`config.mk`:
```
export PLATFORM = sky130hd
export DESIGN_NAME = serial_prog_front
export DESIGN_NICKNAME = d
export VERILOG_FILES = /design/src/shared/serial_prog_pkg.sv /design/src/hdl/instr_fifo.sv /design/src/hdl/serial_prog_front.sv
export SDC_FILE = /design/constraint.sdc
export NUM_CORES = 1
export LEC_CHECK = 0
export ABC_AREA = 1
export BUFFER_PORTS_ARGS = -buffer_cell sky130_fd_sc_hd__buf_2
export CAP_MARGIN = 20
export CELL_PAD_IN_SITES_DETAIL_PLACEMENT = 0
export CELL_PAD_IN_SITES_GLOBAL_PLACEMENT = 1
export CORE_MARGIN = 2
export CORE_UTILIZATION = 50
export CTS_BUF_LIST = sky130_fd_sc_hd__clkbuf_4
export CTS_CLUSTER_DIAMETER = 100
export DETAILED_ROUTE_END_ITERATION = 12
export GPL_ROUTABILITY_DRIVEN = 0
export PLACE_DENSITY_LB_ADDON = 0.1
export SYNTH_ARGS = -nofsm -noshare
export SYNTH_HDL_FRONTEND = slang
export SYNTH_SLANG_ARGS = --single-unit
export TNS_END_PERCENT = 50
```
`constraint.sdc`:
```
create_clock -name clock_in -period 6.05 [get_ports clock_in]
set_input_delay 1.21 -clock clock_in [delete_from_list [all_inputs] [get_ports clock_in]]
set_output_delay 1.21 -clock clock_in [all_outputs]
set_load 0.005 [all_outputs]
```
`src/shared/serial_prog_pkg.sv`:
```
// shared constants and types for the serial programming front end
package serial_prog_pkg;
    localparam int unsigned clock_mhz = 200;
    localparam int unsigned sync_stages = 2;
    localparam int unsigned bits_per_byte = 8;
    localparam int unsigned bytes_per_instr = 4;
    localparam int unsigned fifo_width = 32;
    localparam int unsigned fifo_depth = 8;
    // least serial clock phase, in cpu clocks, at or above 12 MHz
    localparam int unsigned min_phase_cycles = 3;
    localparam int unsigned fast_clock_mhz = 12;
    localparam int unsigned phase_cycles = (clock_mhz >= fast_clock_mhz) ? min_phase_cycles : 2;
    localparam logic [7:0] enable_byte1 = 8'hac;
    localparam logic [7:0] enable_byte2 = 8'h53;
    localparam logic [7:0] erase_byte2 = 8'h80;
    localparam logic [7:0] erased_value = 8'hff;
    localparam logic [2:0] bit_count_reset = 3'h0;
    localparam logic [1:0] byte_count_reset = 2'h0;

    // one whole four-byte instruction as handed downstream
    typedef struct packed {
        logic [7:0] byte1;
        logic [7:0] byte2;
        logic [7:0] byte3;
        logic [7:0] byte4;
    } instr_t;

    // link pins after synchronisation
    typedef struct packed {
        logic sck;
        logic data;
        logic reset_pin;
    } link_pins_t;
endpackage : serial_prog_pkg

```
`src/hdl/instr_fifo.sv`:
```
`timescale 1ns/1ps
// small flip-flop fifo with valid and ready on both sides
module instr_fifo #(
    parameter int unsigned width = 32,
    parameter int unsigned depth = 8
) (
    input wire logic clock_in, // system clock
    input wire logic rst_in, // async reset, high
    input wire logic flush_in, // drop all contents
    input wire logic [width-1:0] wr_data_in, // write word
    input wire logic wr_valid_in, // write request
    output logic wr_ready_out, // room available
    output logic [width-1:0] rd_data_out, // head word
    output logic rd_valid_out, // head valid
    input wire logic rd_ready_in // consumer takes head
);
    localparam int unsigned aw = $clog2(depth);

    typedef struct packed {
        logic [aw:0] wr_ptr;
        logic [aw:0] rd_ptr;
    } fifo_state_t;

    fifo_state_t state;
    fifo_state_t next_state;
    logic [width-1:0] mem [depth];
    logic full;
    logic empty;
    logic push;
    logic pop;

    // full and empty from pointer wrap bits
    assign empty = (state.wr_ptr == state.rd_ptr);
    assign full = (state.wr_ptr[aw-1:0] == state.rd_ptr[aw-1:0]) &&
                  (state.wr_ptr[aw] != state.rd_ptr[aw]);
    assign wr_ready_out = !full;
    assign rd_valid_out = !empty;
    assign rd_data_out = mem[state.rd_ptr[aw-1:0]];
    assign push = wr_valid_in && !full;
    assign pop = rd_ready_in && !empty;

    // pointer update
    always_comb begin
        next_state = state;
        if (flush_in) begin
            next_state.rd_ptr = state.wr_ptr;
        end else begin
            if (push) next_state.wr_ptr = state.wr_ptr + 1'b1;
            if (pop) next_state.rd_ptr = state.rd_ptr + 1'b1;
        end
    end

    always_ff @(posedge clock_in or posedge rst_in) begin
        if (rst_in) begin
            state <= '0;
        end else begin
            state <= next_state;
        end
    end

    // storage written by index
    always_ff @(posedge clock_in) begin
        if (push && !flush_in) begin
            mem[state.wr_ptr[aw-1:0]] <= wr_data_in;
        end
    end
endmodule : instr_fifo

```
`src/hdl/serial_prog_front.sv`:
```
`timescale 1ns/1ps
// serial programming port front end: link shifter, enable handshake, instruction fifo

// What this block does
// - sample data input on each rising serial clock edge while programming.
// - shift each output bit on the falling serial clock edge.
// - programming works only with a valid cpu clock from selected source.
// - internal oscillator needs no clock on the crystal input pin.
// - chip erase sets every program and eeprom location to 0xff.
// - port active only with reset pin low; enable instruction comes first.
// - echo 0x53 on data output during third byte of enable instruction.
module serial_prog_front (
    input wire logic clock_in, // cpu clock, 200 MHz
    input wire logic rst_in, // async reset, high
    input wire logic internal_osc_in, // clock source fuses pick internal oscillator
    input wire logic crystal_clock_ok_in, // crystal input pin sees a clock
    input wire logic reset_pin_in, // device reset pin, active high idle
    input wire logic serial_prog_clock_in, // serial clock from programmer
    input wire logic serial_prog_data_in, // serial data from programmer
    output logic serial_prog_data_out, // serial data to programmer
    output logic serial_prog_data_oe_out, // drive enable for data output
    output logic prog_enabled_out, // enable instruction accepted
    output logic chip_erase_req_out, // pulse: erase all to erased_value
    output serial_prog_pkg::instr_t instr_out, // instruction at fifo head
    output logic instr_valid_out, // fifo head valid
    input wire logic instr_ready_in, // consumer takes instruction
    input wire logic [7:0] reply_byte_in, // byte returned as fourth byte
    output logic instr_dropped_out // pulse: fifo full, instruction lost
);
    import serial_prog_pkg::*;

    typedef enum logic [1:0] {idle, shifting, held} link_mode_t;

    typedef struct packed {
        link_pins_t sync1;
        link_pins_t sync2;
        logic sck_prev;
        link_mode_t mode;
        logic [2:0] bit_cnt;
        logic [1:0] byte_cnt;
        logic [7:0] shift_in;
        logic [7:0] shift_out;
        logic [23:0] head;
        logic enabled;
        logic data_out;
        logic erase_pulse;
        logic drop_pulse;
        instr_t pending;
        logic pending_valid;
    } front_state_t;

    front_state_t state;
    front_state_t next_state;
    logic clock_good;
    logic port_active;
    logic rise;
    logic fall;
    logic [7:0] assembled;
    logic fifo_ready;

    // valid cpu clock: internal oscillator needs no crystal clock
    assign clock_good = internal_osc_in || crystal_clock_ok_in;
    // port listens only while the reset pin is held low
    assign port_active = !state.sync2.reset_pin && clock_good;
    // edges seen only on the second synchroniser stage
    assign rise = state.sync2.sck && !state.sck_prev;
    assign fall = !state.sync2.sck && state.sck_prev;
    assign assembled = {state.shift_in[6:0], state.sync2.data};

    // next state of link, counters and handshake
    always_comb begin
        next_state = state;
        next_state.sync1 = '{sck: serial_prog_clock_in, data: serial_prog_data_in,
                             reset_pin: reset_pin_in};
        next_state.sync2 = state.sync1;
        next_state.sck_prev = state.sync2.sck;
        next_state.erase_pulse = 1'b0;
        next_state.drop_pulse = 1'b0;
        if (state.pending_valid && fifo_ready) next_state.pending_valid = 1'b0;
        if (!port_active) begin
            // reset pin high drops sync and the enable state
            next_state.mode = idle;
            next_state.bit_cnt = bit_count_reset;
            next_state.byte_cnt = byte_count_reset;
            next_state.enabled = 1'b0;
            next_state.shift_out = '0;
            next_state.data_out = 1'b0;
        end else begin
            unique case (state.mode)
                idle: begin
                    next_state.mode = shifting;
                end
                shifting, held: begin
                    if (rise) begin
                        // capture one bit, msb first
                        next_state.shift_in = assembled;
                        next_state.bit_cnt = state.bit_cnt + 3'h1;
                        next_state.mode = held;
                        if (state.bit_cnt == 3'(bits_per_byte - 1)) begin
                            next_state.byte_cnt = state.byte_cnt + 2'h1;
                            unique case (state.byte_cnt)
                                2'h0: next_state.head[23:16] = assembled;
                                2'h1: begin
                                    next_state.head[15:8] = assembled;
                                    // echo second byte of enable while third shifts
                                    next_state.shift_out = (state.head[23:16] == enable_byte1)
                                        ? assembled : 8'h00;
                                end
                                2'h2: begin
                                    next_state.head[7:0] = assembled;
                                    next_state.shift_out = reply_byte_in;
                                end
                                2'h3: begin
                                    // whole instruction received
                                    next_state.shift_out = '0;
                                    if (state.head[23:16] == enable_byte1 &&
                                        state.head[15:8] == enable_byte2) begin
                                        next_state.enabled = 1'b1;
                                    end else if (state.enabled) begin
                                        if (state.head[23:16] == enable_byte1 &&
                                            state.head[15:8] == erase_byte2) begin
                                            next_state.erase_pulse = 1'b1;
                                        end
                                        if (state.pending_valid && !fifo_ready) begin
                                            next_state.drop_pulse = 1'b1;
                                        end else begin
                                            next_state.pending = {state.head, assembled};
                                            next_state.pending_valid = 1'b1;
                                        end
                                    end
                                end
                            endcase
                        end
                    end else if (fall) begin
                        // launch next outgoing bit, msb first
                        next_state.data_out = state.shift_out[7];
                        next_state.shift_out = {state.shift_out[6:0], 1'b0};
                        next_state.mode = shifting;
                    end
                end
                default: next_state.mode = idle;
            endcase
        end
    end

    always_ff @(posedge clock_in or posedge rst_in) begin
        if (rst_in) begin
            state <= '0;
        end else begin
            state <= next_state;
        end
    end

    // instructions wait here until the memory controller takes them
    instr_fifo #(
        .width(fifo_width),
        .depth(fifo_depth)
    ) u_fifo (
        .clock_in(clock_in),
        .rst_in(rst_in),
        .flush_in(1'b0),
        .wr_data_in(state.pending),
        .wr_valid_in(state.pending_valid),
        .wr_ready_out(fifo_ready),
        .rd_data_out(instr_out),
        .rd_valid_out(instr_valid_out),
        .rd_ready_in(instr_ready_in)
    );

    assign serial_prog_data_out = state.data_out;
    assign serial_prog_data_oe_out = port_active;
    assign prog_enabled_out = state.enabled;
    assign chip_erase_req_out = state.erase_pulse;
    assign instr_dropped_out = state.drop_pulse;
endmodule : serial_prog_front

```
==> flow_metrics.py, run 1 <==
metrics = {
    "cts": {
        "root_buffer": "clkbuf_4",
        "numCtsBuffers": 88,
        "worstSkewPairLatency_ns": 0.72,
        "cts_setup_buffers": 0,
        "clk_path_buf_depth": 3,
        "post_cts_resized": 0,
        "cts_tree": "built",
        "cts_hold_buf": 0,
        "h-tree-depth": 3,
        "clock-sinks": 354,
        "clkTransAtPathRegs_ns": 0.06,
    },
    "worst_setup_path": {
        "reg2reg_depth": 9,
        "crit_path_end": "instr_out[11]",
        "worst_path_max_delay_cell": "clkinv_2",
        "crit_top_cell": "nand2_1",
        "cp_max_fo": 66,
        "worstPathCellList": "clkinv_2, buf_4, o21ai_0, o22ai_1, nand2_1, nand2_1, buf_2",
        "required_ns": 4.84,
        "critPathArrivalTime_ns": 3.56,
        "r2r_start": "u_fifo.state[0]$_DFFE_PP0P_",
        "endpoint_kind": "output pin",
        "start_kind": "flip-flop",
        "r2r-end": "state[21]$_DFFE_PP0P_",
        "path_class": "reg -> out",
        "crit_path_start": "u_fifo.state[0]$_DFFE_PP0P_",
        "ff2ff_setup_slack_ns": 2.07,
        "cpPeakStageDelay_ns": 0.88,
    },
    "sta": {
        "fmax_ghz": 0.210,
        "worst_hold_slack_ns": 0.330,
        "drv_slew": 0,
        "period_share_pct": 78.9,
        "hold_viol": 0,
        "max-slew-margin-rel_pct": 40.1,
        "setup_tns_ns": 0,
        "worst_slew_pin_slew_ns": 0.897,
        "min_period_ns": 4.77,
        "setup_viol": 0,
        "rsz0062_at_grt": "no",
        "final.setup_skew_ns": 0.0704,
    },
    "grt": {
        "grt_pass1_wl_mm": 51.5,
        "grtUsageTotal_pct": 22.1,
        "overflow": 0,
        "grt_max_degree": 81,
        "grt_pass1_vias": 9655,
        "grt_antenna_before_repair": 2,
    },
    "synthesis": {
        "synth_top_area_share_pct": 53.9,
        "ys_seq_area_share_pct": 71.2,
        "ys.warnings.count": 0,
        "synth_top_cell_by_area": "edfxtp_1",
        "synth-seq-cells": 354,
        "synth_nets": 1293,
        "synthTopCellsByArea": "edfxtp_1 (54%), dfrtp_1 (17%), nand2_1 (8.2%)",
        "syn-instance-count": 1267,
        "synth.distinct_cells": 25,
        "netlist_area_um2": 14200,
        "avgSynthCellArea_um2": 11.2,
    },
    "routing": {
        "wire_per_inst_um": 17.9,
        "drtIter0Drc": 675,
        "vias": 9615,
        "wl_mm": 32.4,
        "viasPerCell": 5.32,
        "drc": 0,
        "ant_nets": 0,
        "first_pass_iters": 5,
    },
    "finish": {
        "layout_commonest_cell": "nand2_1",
        "utilization_pct": 57.5,
        "final_cell_mix": "nand2_1 (312), edfxtp_1 (256), o21ai_0 (167)",
        "n_fill_cell": 2460,
        "fin_nets": 1389,
        "areaGrowthSynthToFinish_pct": 12.7,
        "drive_above_1_share_pct": 16.6,
    },
    "placement": {
        "place_hpwl_mm": 18.4,
        "io_buffers": 53,
    },
    "power": {
        "power_density_nw_per_um2": 368,
        "power.leakage_nw": 5.84,
        "irDropWorstVdd_mv": 0.237,
    },
    "floorplanning": {
        "std_cell_rows": 61,
        "die_y_um": 173,
        "ios": 54,
        "core_um2": 27900,
        "initial_core_util_pct": 51.0,
        "die_w_um": 173,
        "die-area_um2": 29900,
    },
    "flow_run": {
        "max_cap_viol_count": 0,
    },
    "hold_path": {
        "hold_path.class": "reg -> reg",
    },
    "outcome": {
        "status": "finished, final reports clean",
    },
}
==> kinds of logic (layout without fill, tap and decap cells) <==
kind of cell               count (synthesis)  after routing  synth area share [%]
AOI/OAI and AO/OA                        236            236                  8.87
xor gates and xnor gates                   6              6                 0.369
adders and majority gates                 10             10                 0.878
buffers and inverters                    114            276                  3.23
DFF                                      354            354                  71.2
other                                      0              1                     0
and+or+nand+nor                          547            547                  15.5
==> Yosys cell counts <==
cell type	number
dfrtp_1	98
buf_2	11
xor2_1	1
ha_1	10
nor2_1	156
inv_2	2
o22ai_1	66
nand2_2	1
a21oi_1	3
nand4_1	4
nand4_4	1
nand3_1	57
o21ai_0	167
nor3_1	7
inv_1	46
nor2_4	3
buf_1	4
nand4_2	1
nand3b_1	1
clkbuf_1	46
buf_4	5
nand2_1	312
edfxtp_1	256
xnor2_1	5
nor2_2	4
==> report_power, final <==
part           internal [mW]  switching [mW]
clock                   1.04           0.920
combinational          0.396           0.883
sequential              2.60          0.0692
==> worst max-delay path, delay by kind of cell, from the launching register on <==
kind                   cells  cell delay (ns)
AND/OR/NAND/NOR            2             0.15
buffers and inverters      3             1.53
flip-flops                 1             0.80
AO/OA/AOI/OAI              2             0.29
==> worst min path at each step <==
stage	depth (start not counted)	from	end	slack (ns)
finish	0	next_state[85]$_DFF_PP0_	state[85]$_DFF_PP0_	0.33
global route	0	next_state[86]$_DFF_PP0_	assembled[0]$_DFF_PP0_	0.35
CTS	0	next_state[85]$_DFF_PP0_	state[85]$_DFF_PP0_	0.34
detailed placement	0	next_state[86]$_DFF_PP0_	assembled[0]$_DFF_PP0_	0.34
global placement	0	next_state[86]$_DFF_PP0_	assembled[0]$_DFF_PP0_	0.34
floorplan	0	next_state[86]$_DFF_PP0_	assembled[0]$_DFF_PP0_	0.33
==> state kept, by name, indices dropped and copies added (netlist names) <==
register and cells:
instr_dropped_out 1, u_fifo.state 8, next_state 4, u_fifo.mem 256, prog_enabled_out 1, assembled 8
serial_prog_data_out 1, chip_erase_req_out 1, state 74
==> routing by layer <==
layer / track usage [%] / vias to the layer above / share of wire, %
met5: 0 / - / 0
met4: 8.26 / 0 / 1.8
met3: 4.18 / 53 / 5.0
met2: 36.2 / 230 / 47
met1: 29.5 / 4684 / 46
li1: - / 4648 / -
==> final cells by class <==
class,instances,area (um2),share of cell area [%]
sequential,354,10100,63.2
multi-input combinational,799,3700,23.0
clock buffer,132,991,6.17
tap,378,473,2.95
timing repair buffer,72,428,2.67
inverter,48,184,1.15
clock inverter,24,133,0.826
antenna,1,2.50,0.0156
==> stage by stage <==
| step | area [um2] | power [mW] | setup slack [ns] | instances |
|---|---|---|---|---|
| after detailed placement | 14900 | 4.01 | 2.02 | 1651 |
| after CTS | 16100 | 5.98 | 1.21 | 1807 |
| after global routing | 16100 | 6.27 | 0.958 | 1808 |
| final | 16100 | 5.91 | 1.28 | 1808 |
| after floorplan | 14200 | 3.54 | 2.25 | 1267 |
| after global placement | 14900 | 4.00 | 2.08 | 1650 |
No activity file was read; power rests on OpenSTA's default activity.
==> run 2: changes to the inputs <==
==> constraint.sdc (replaced) <==
create_clock -name clock_in -period 4.97 [get_ports clock_in]
set_input_delay 0.994 -clock clock_in [delete_from_list [all_inputs] [get_ports clock_in]]
set_output_delay 0.994 -clock clock_in [all_outputs]
set_load 0.005 [all_outputs]
==> flow_metrics.py, run 2 (same netlist as run 1, synthesis figures left out) <==
metrics = {
    "worst_setup_path": {
        "path_buf_inv": 3,
        "crit_family": "buffers and inverters",
        "worstPathCellList": "buf_4, buf_4, o21ai_0, o22ai_1, nand2_1, nand2_1, buf_2",
        "path_class": "reg -> out",
        "crit_path_start": "u_fifo.state[0]$_DFFE_PP0P_",
        "critPathArrivalTime_ns": 3.07,
        "worst_path_max_delay_cell": "buf_4",
        "cp_max_fo": 74,
        "cpPeakStageDelay_ns": 0.68,
        "r2r_start": "u_fifo.state[0]$_DFFE_PP0P_",
        "start_kind": "flip-flop",
        "required_ns": 3.98,
        "endpoint_kind": "output pin",
    },
    "sta": {
        "hold_viol": 0,
        "max-slew-margin-rel_pct": 47.8,
        "drv_slew": 0,
        "period_share_pct": 81.7,
        "setup_viol": 0,
        "worst_slew_pin_slew_ns": 0.783,
        "setup_tns_ns": 0,
        "fmax_ghz": 0.246,
        "min_period_ns": 4.06,
        "final.setup_skew_ns": 0.0539,
        "rsz0062_at_grt": "no",
    },
    "cts": {
        "root_buffer": "clkbuf_4",
        "numCtsBuffers": 90,
        "clkTransAtPathRegs_ns": 0.07,
        "cts_setup_buffers": 0,
        "worstSkewPairLatency_ns": 0.70,
        "post_cts_resized": 0,
        "cts_tree": "built",
        "cts_hold_buf": 0,
        "clock-sinks": 354,
        "clk_path_buf_depth": 3,
        "h-tree-depth": 3,
    },
    "routing": {
        "drc": 0,
        "drtIter0Drc": 699,
        "wl_mm": 31.8,
        "viasPerCell": 5.26,
        "vias": 9563,
        "ant_nets": 0,
        "first_pass_iters": 8,
        "wire_per_inst_um": 17.5,
    },
    "hold_path": {
        "hold_path.class": "reg -> reg",
        "hp-start": "next_state[85]$_DFF_PP0_",
    },
    "power": {
        "power_density_nw_per_um2": 456,
        "irDropWorstVdd_mv": 0.263,
        "power.leakage_nw": 5.89,
    },
    "floorplanning": {
        "initial_core_util_pct": 51.0,
        "die-area_um2": 29900,
        "die_y_um": 173,
        "core_um2": 27900,
        "std_cell_rows": 61,
        "ios": 54,
        "die_w_um": 173,
    },
    "grt": {
        "grt_pass1_wl_mm": 50.9,
        "overflow": 0,
        "grtUsageTotal_pct": 21.7,
        "grt_antenna_before_repair": 1,
        "grt_pass1_vias": 9396,
        "grt_max_degree": 75,
    },
    "outcome": {
        "status": "finished, final reports clean",
    },
    "finish": {
        "layout_commonest_cell": "nand2_1",
        "n_fill_cell": 2483,
        "final_cell_mix": "nand2_1 (312), edfxtp_1 (256), o21ai_0 (167)",
        "areaGrowthSynthToFinish_pct": 13.4,
        "drive_above_1_share_pct": 16.8,
        "largest_reg_flops": 256,
        "fin_nets": 1393,
        "fin_area_um2": 16200,
    },
    "flow_run": {
        "max_cap_viol_count": 0,
    },
    "placement": {
        "io_buffers": 53,
        "placed_area_um2": 14900,
        "place_hpwl_mm": 17.4,
    },
}
## run 2: cell types whose count changed in the layout (fill, tap and decap cells not counted), moves of 2 or more
cell | previous run | this run
clkinv_2 | 6 | 2
clkinv_1 | 14 | 20
bufinv_16 | 1 | 3
buf_4 | 18 | 21
clkbuf_4 | 132 | 138
## run 2: area by class of cell
class | instances | area [um2] | share of cell area [%]
diodes | 1 | 2.50 | 0.0155
clock buffers | 138 | 1040 | 6.41
clock inverters | 27 | 191 | 1.19
inverters | 48 | 184 | 1.14
multi-input cells | 799 | 3700 | 22.9
flip-flops and latches | 354 | 10100 | 62.8
well taps | 378 | 473 | 2.93
repair buffers | 74 | 423 | 2.62
## run 2: final timing paths
check                                         endpoint  slack [ns]  cells after the start
max                                      instr_out[18]        0.91                      7
min in group asynchronous  u_fifo.state[7]$_DFFE_PP0P_        0.43                      2
min                                state[85]$_DFF_PP0_        0.36                      0
max in group asynchronous        state[38]$_DFFE_PP0P_        3.51                      3
min reg2reg                        state[85]$_DFF_PP0_        0.36                      0
max reg2reg                u_fifo.mem[6][21]$_DFFE_PP_        1.81                      9
## run 2: where the power goes
part | leakage, nW | switching [mW] | internal [mW] | total [mW]
logic | 2.07 | 1.14 | 0.492 | 1.63
registers | 3.10 | 0.0187 | 3.17 | 3.19
clock network | 0.725 | 1.12 | 1.42 | 2.55
total | 5.89 | 2.28 | 5.08 | 7.36
## run 2: through the flow
stage / hold slack, ns / utilization, % / total power, mW / setup WS (ns) / std cells
after floorplan: 0.331 / - / 4.31 / 1.17 / 1267
after global placement: 0.333 / 53.4 / 4.90 / 1.67 / 1653
after detailed placement: 0.340 / 53.4 / 4.90 / 1.63 / 1653
after CTS: 0.342 / 57.8 / 7.47 / 0.855 / 1818
after global routing: 0.347 / 57.8 / 7.81 / 0.597 / 1819
final: 0.355 / 57.8 / 7.36 / 0.909 / 1819
## run 2: routing by layer
| layer | GRT usage [%] | up-vias | share of wire, % |
|---|---|---|---|
| met2 | 34.4 | 238 | 46 |
| met1 | 30.5 | 4632 | 47 |
| met4 | 7.10 | 0 | 1.4 |
| met5 | 0 | - | 0 |
| li1 | - | 4659 | - |
| met3 | 3.98 | 34 | 5.4 |
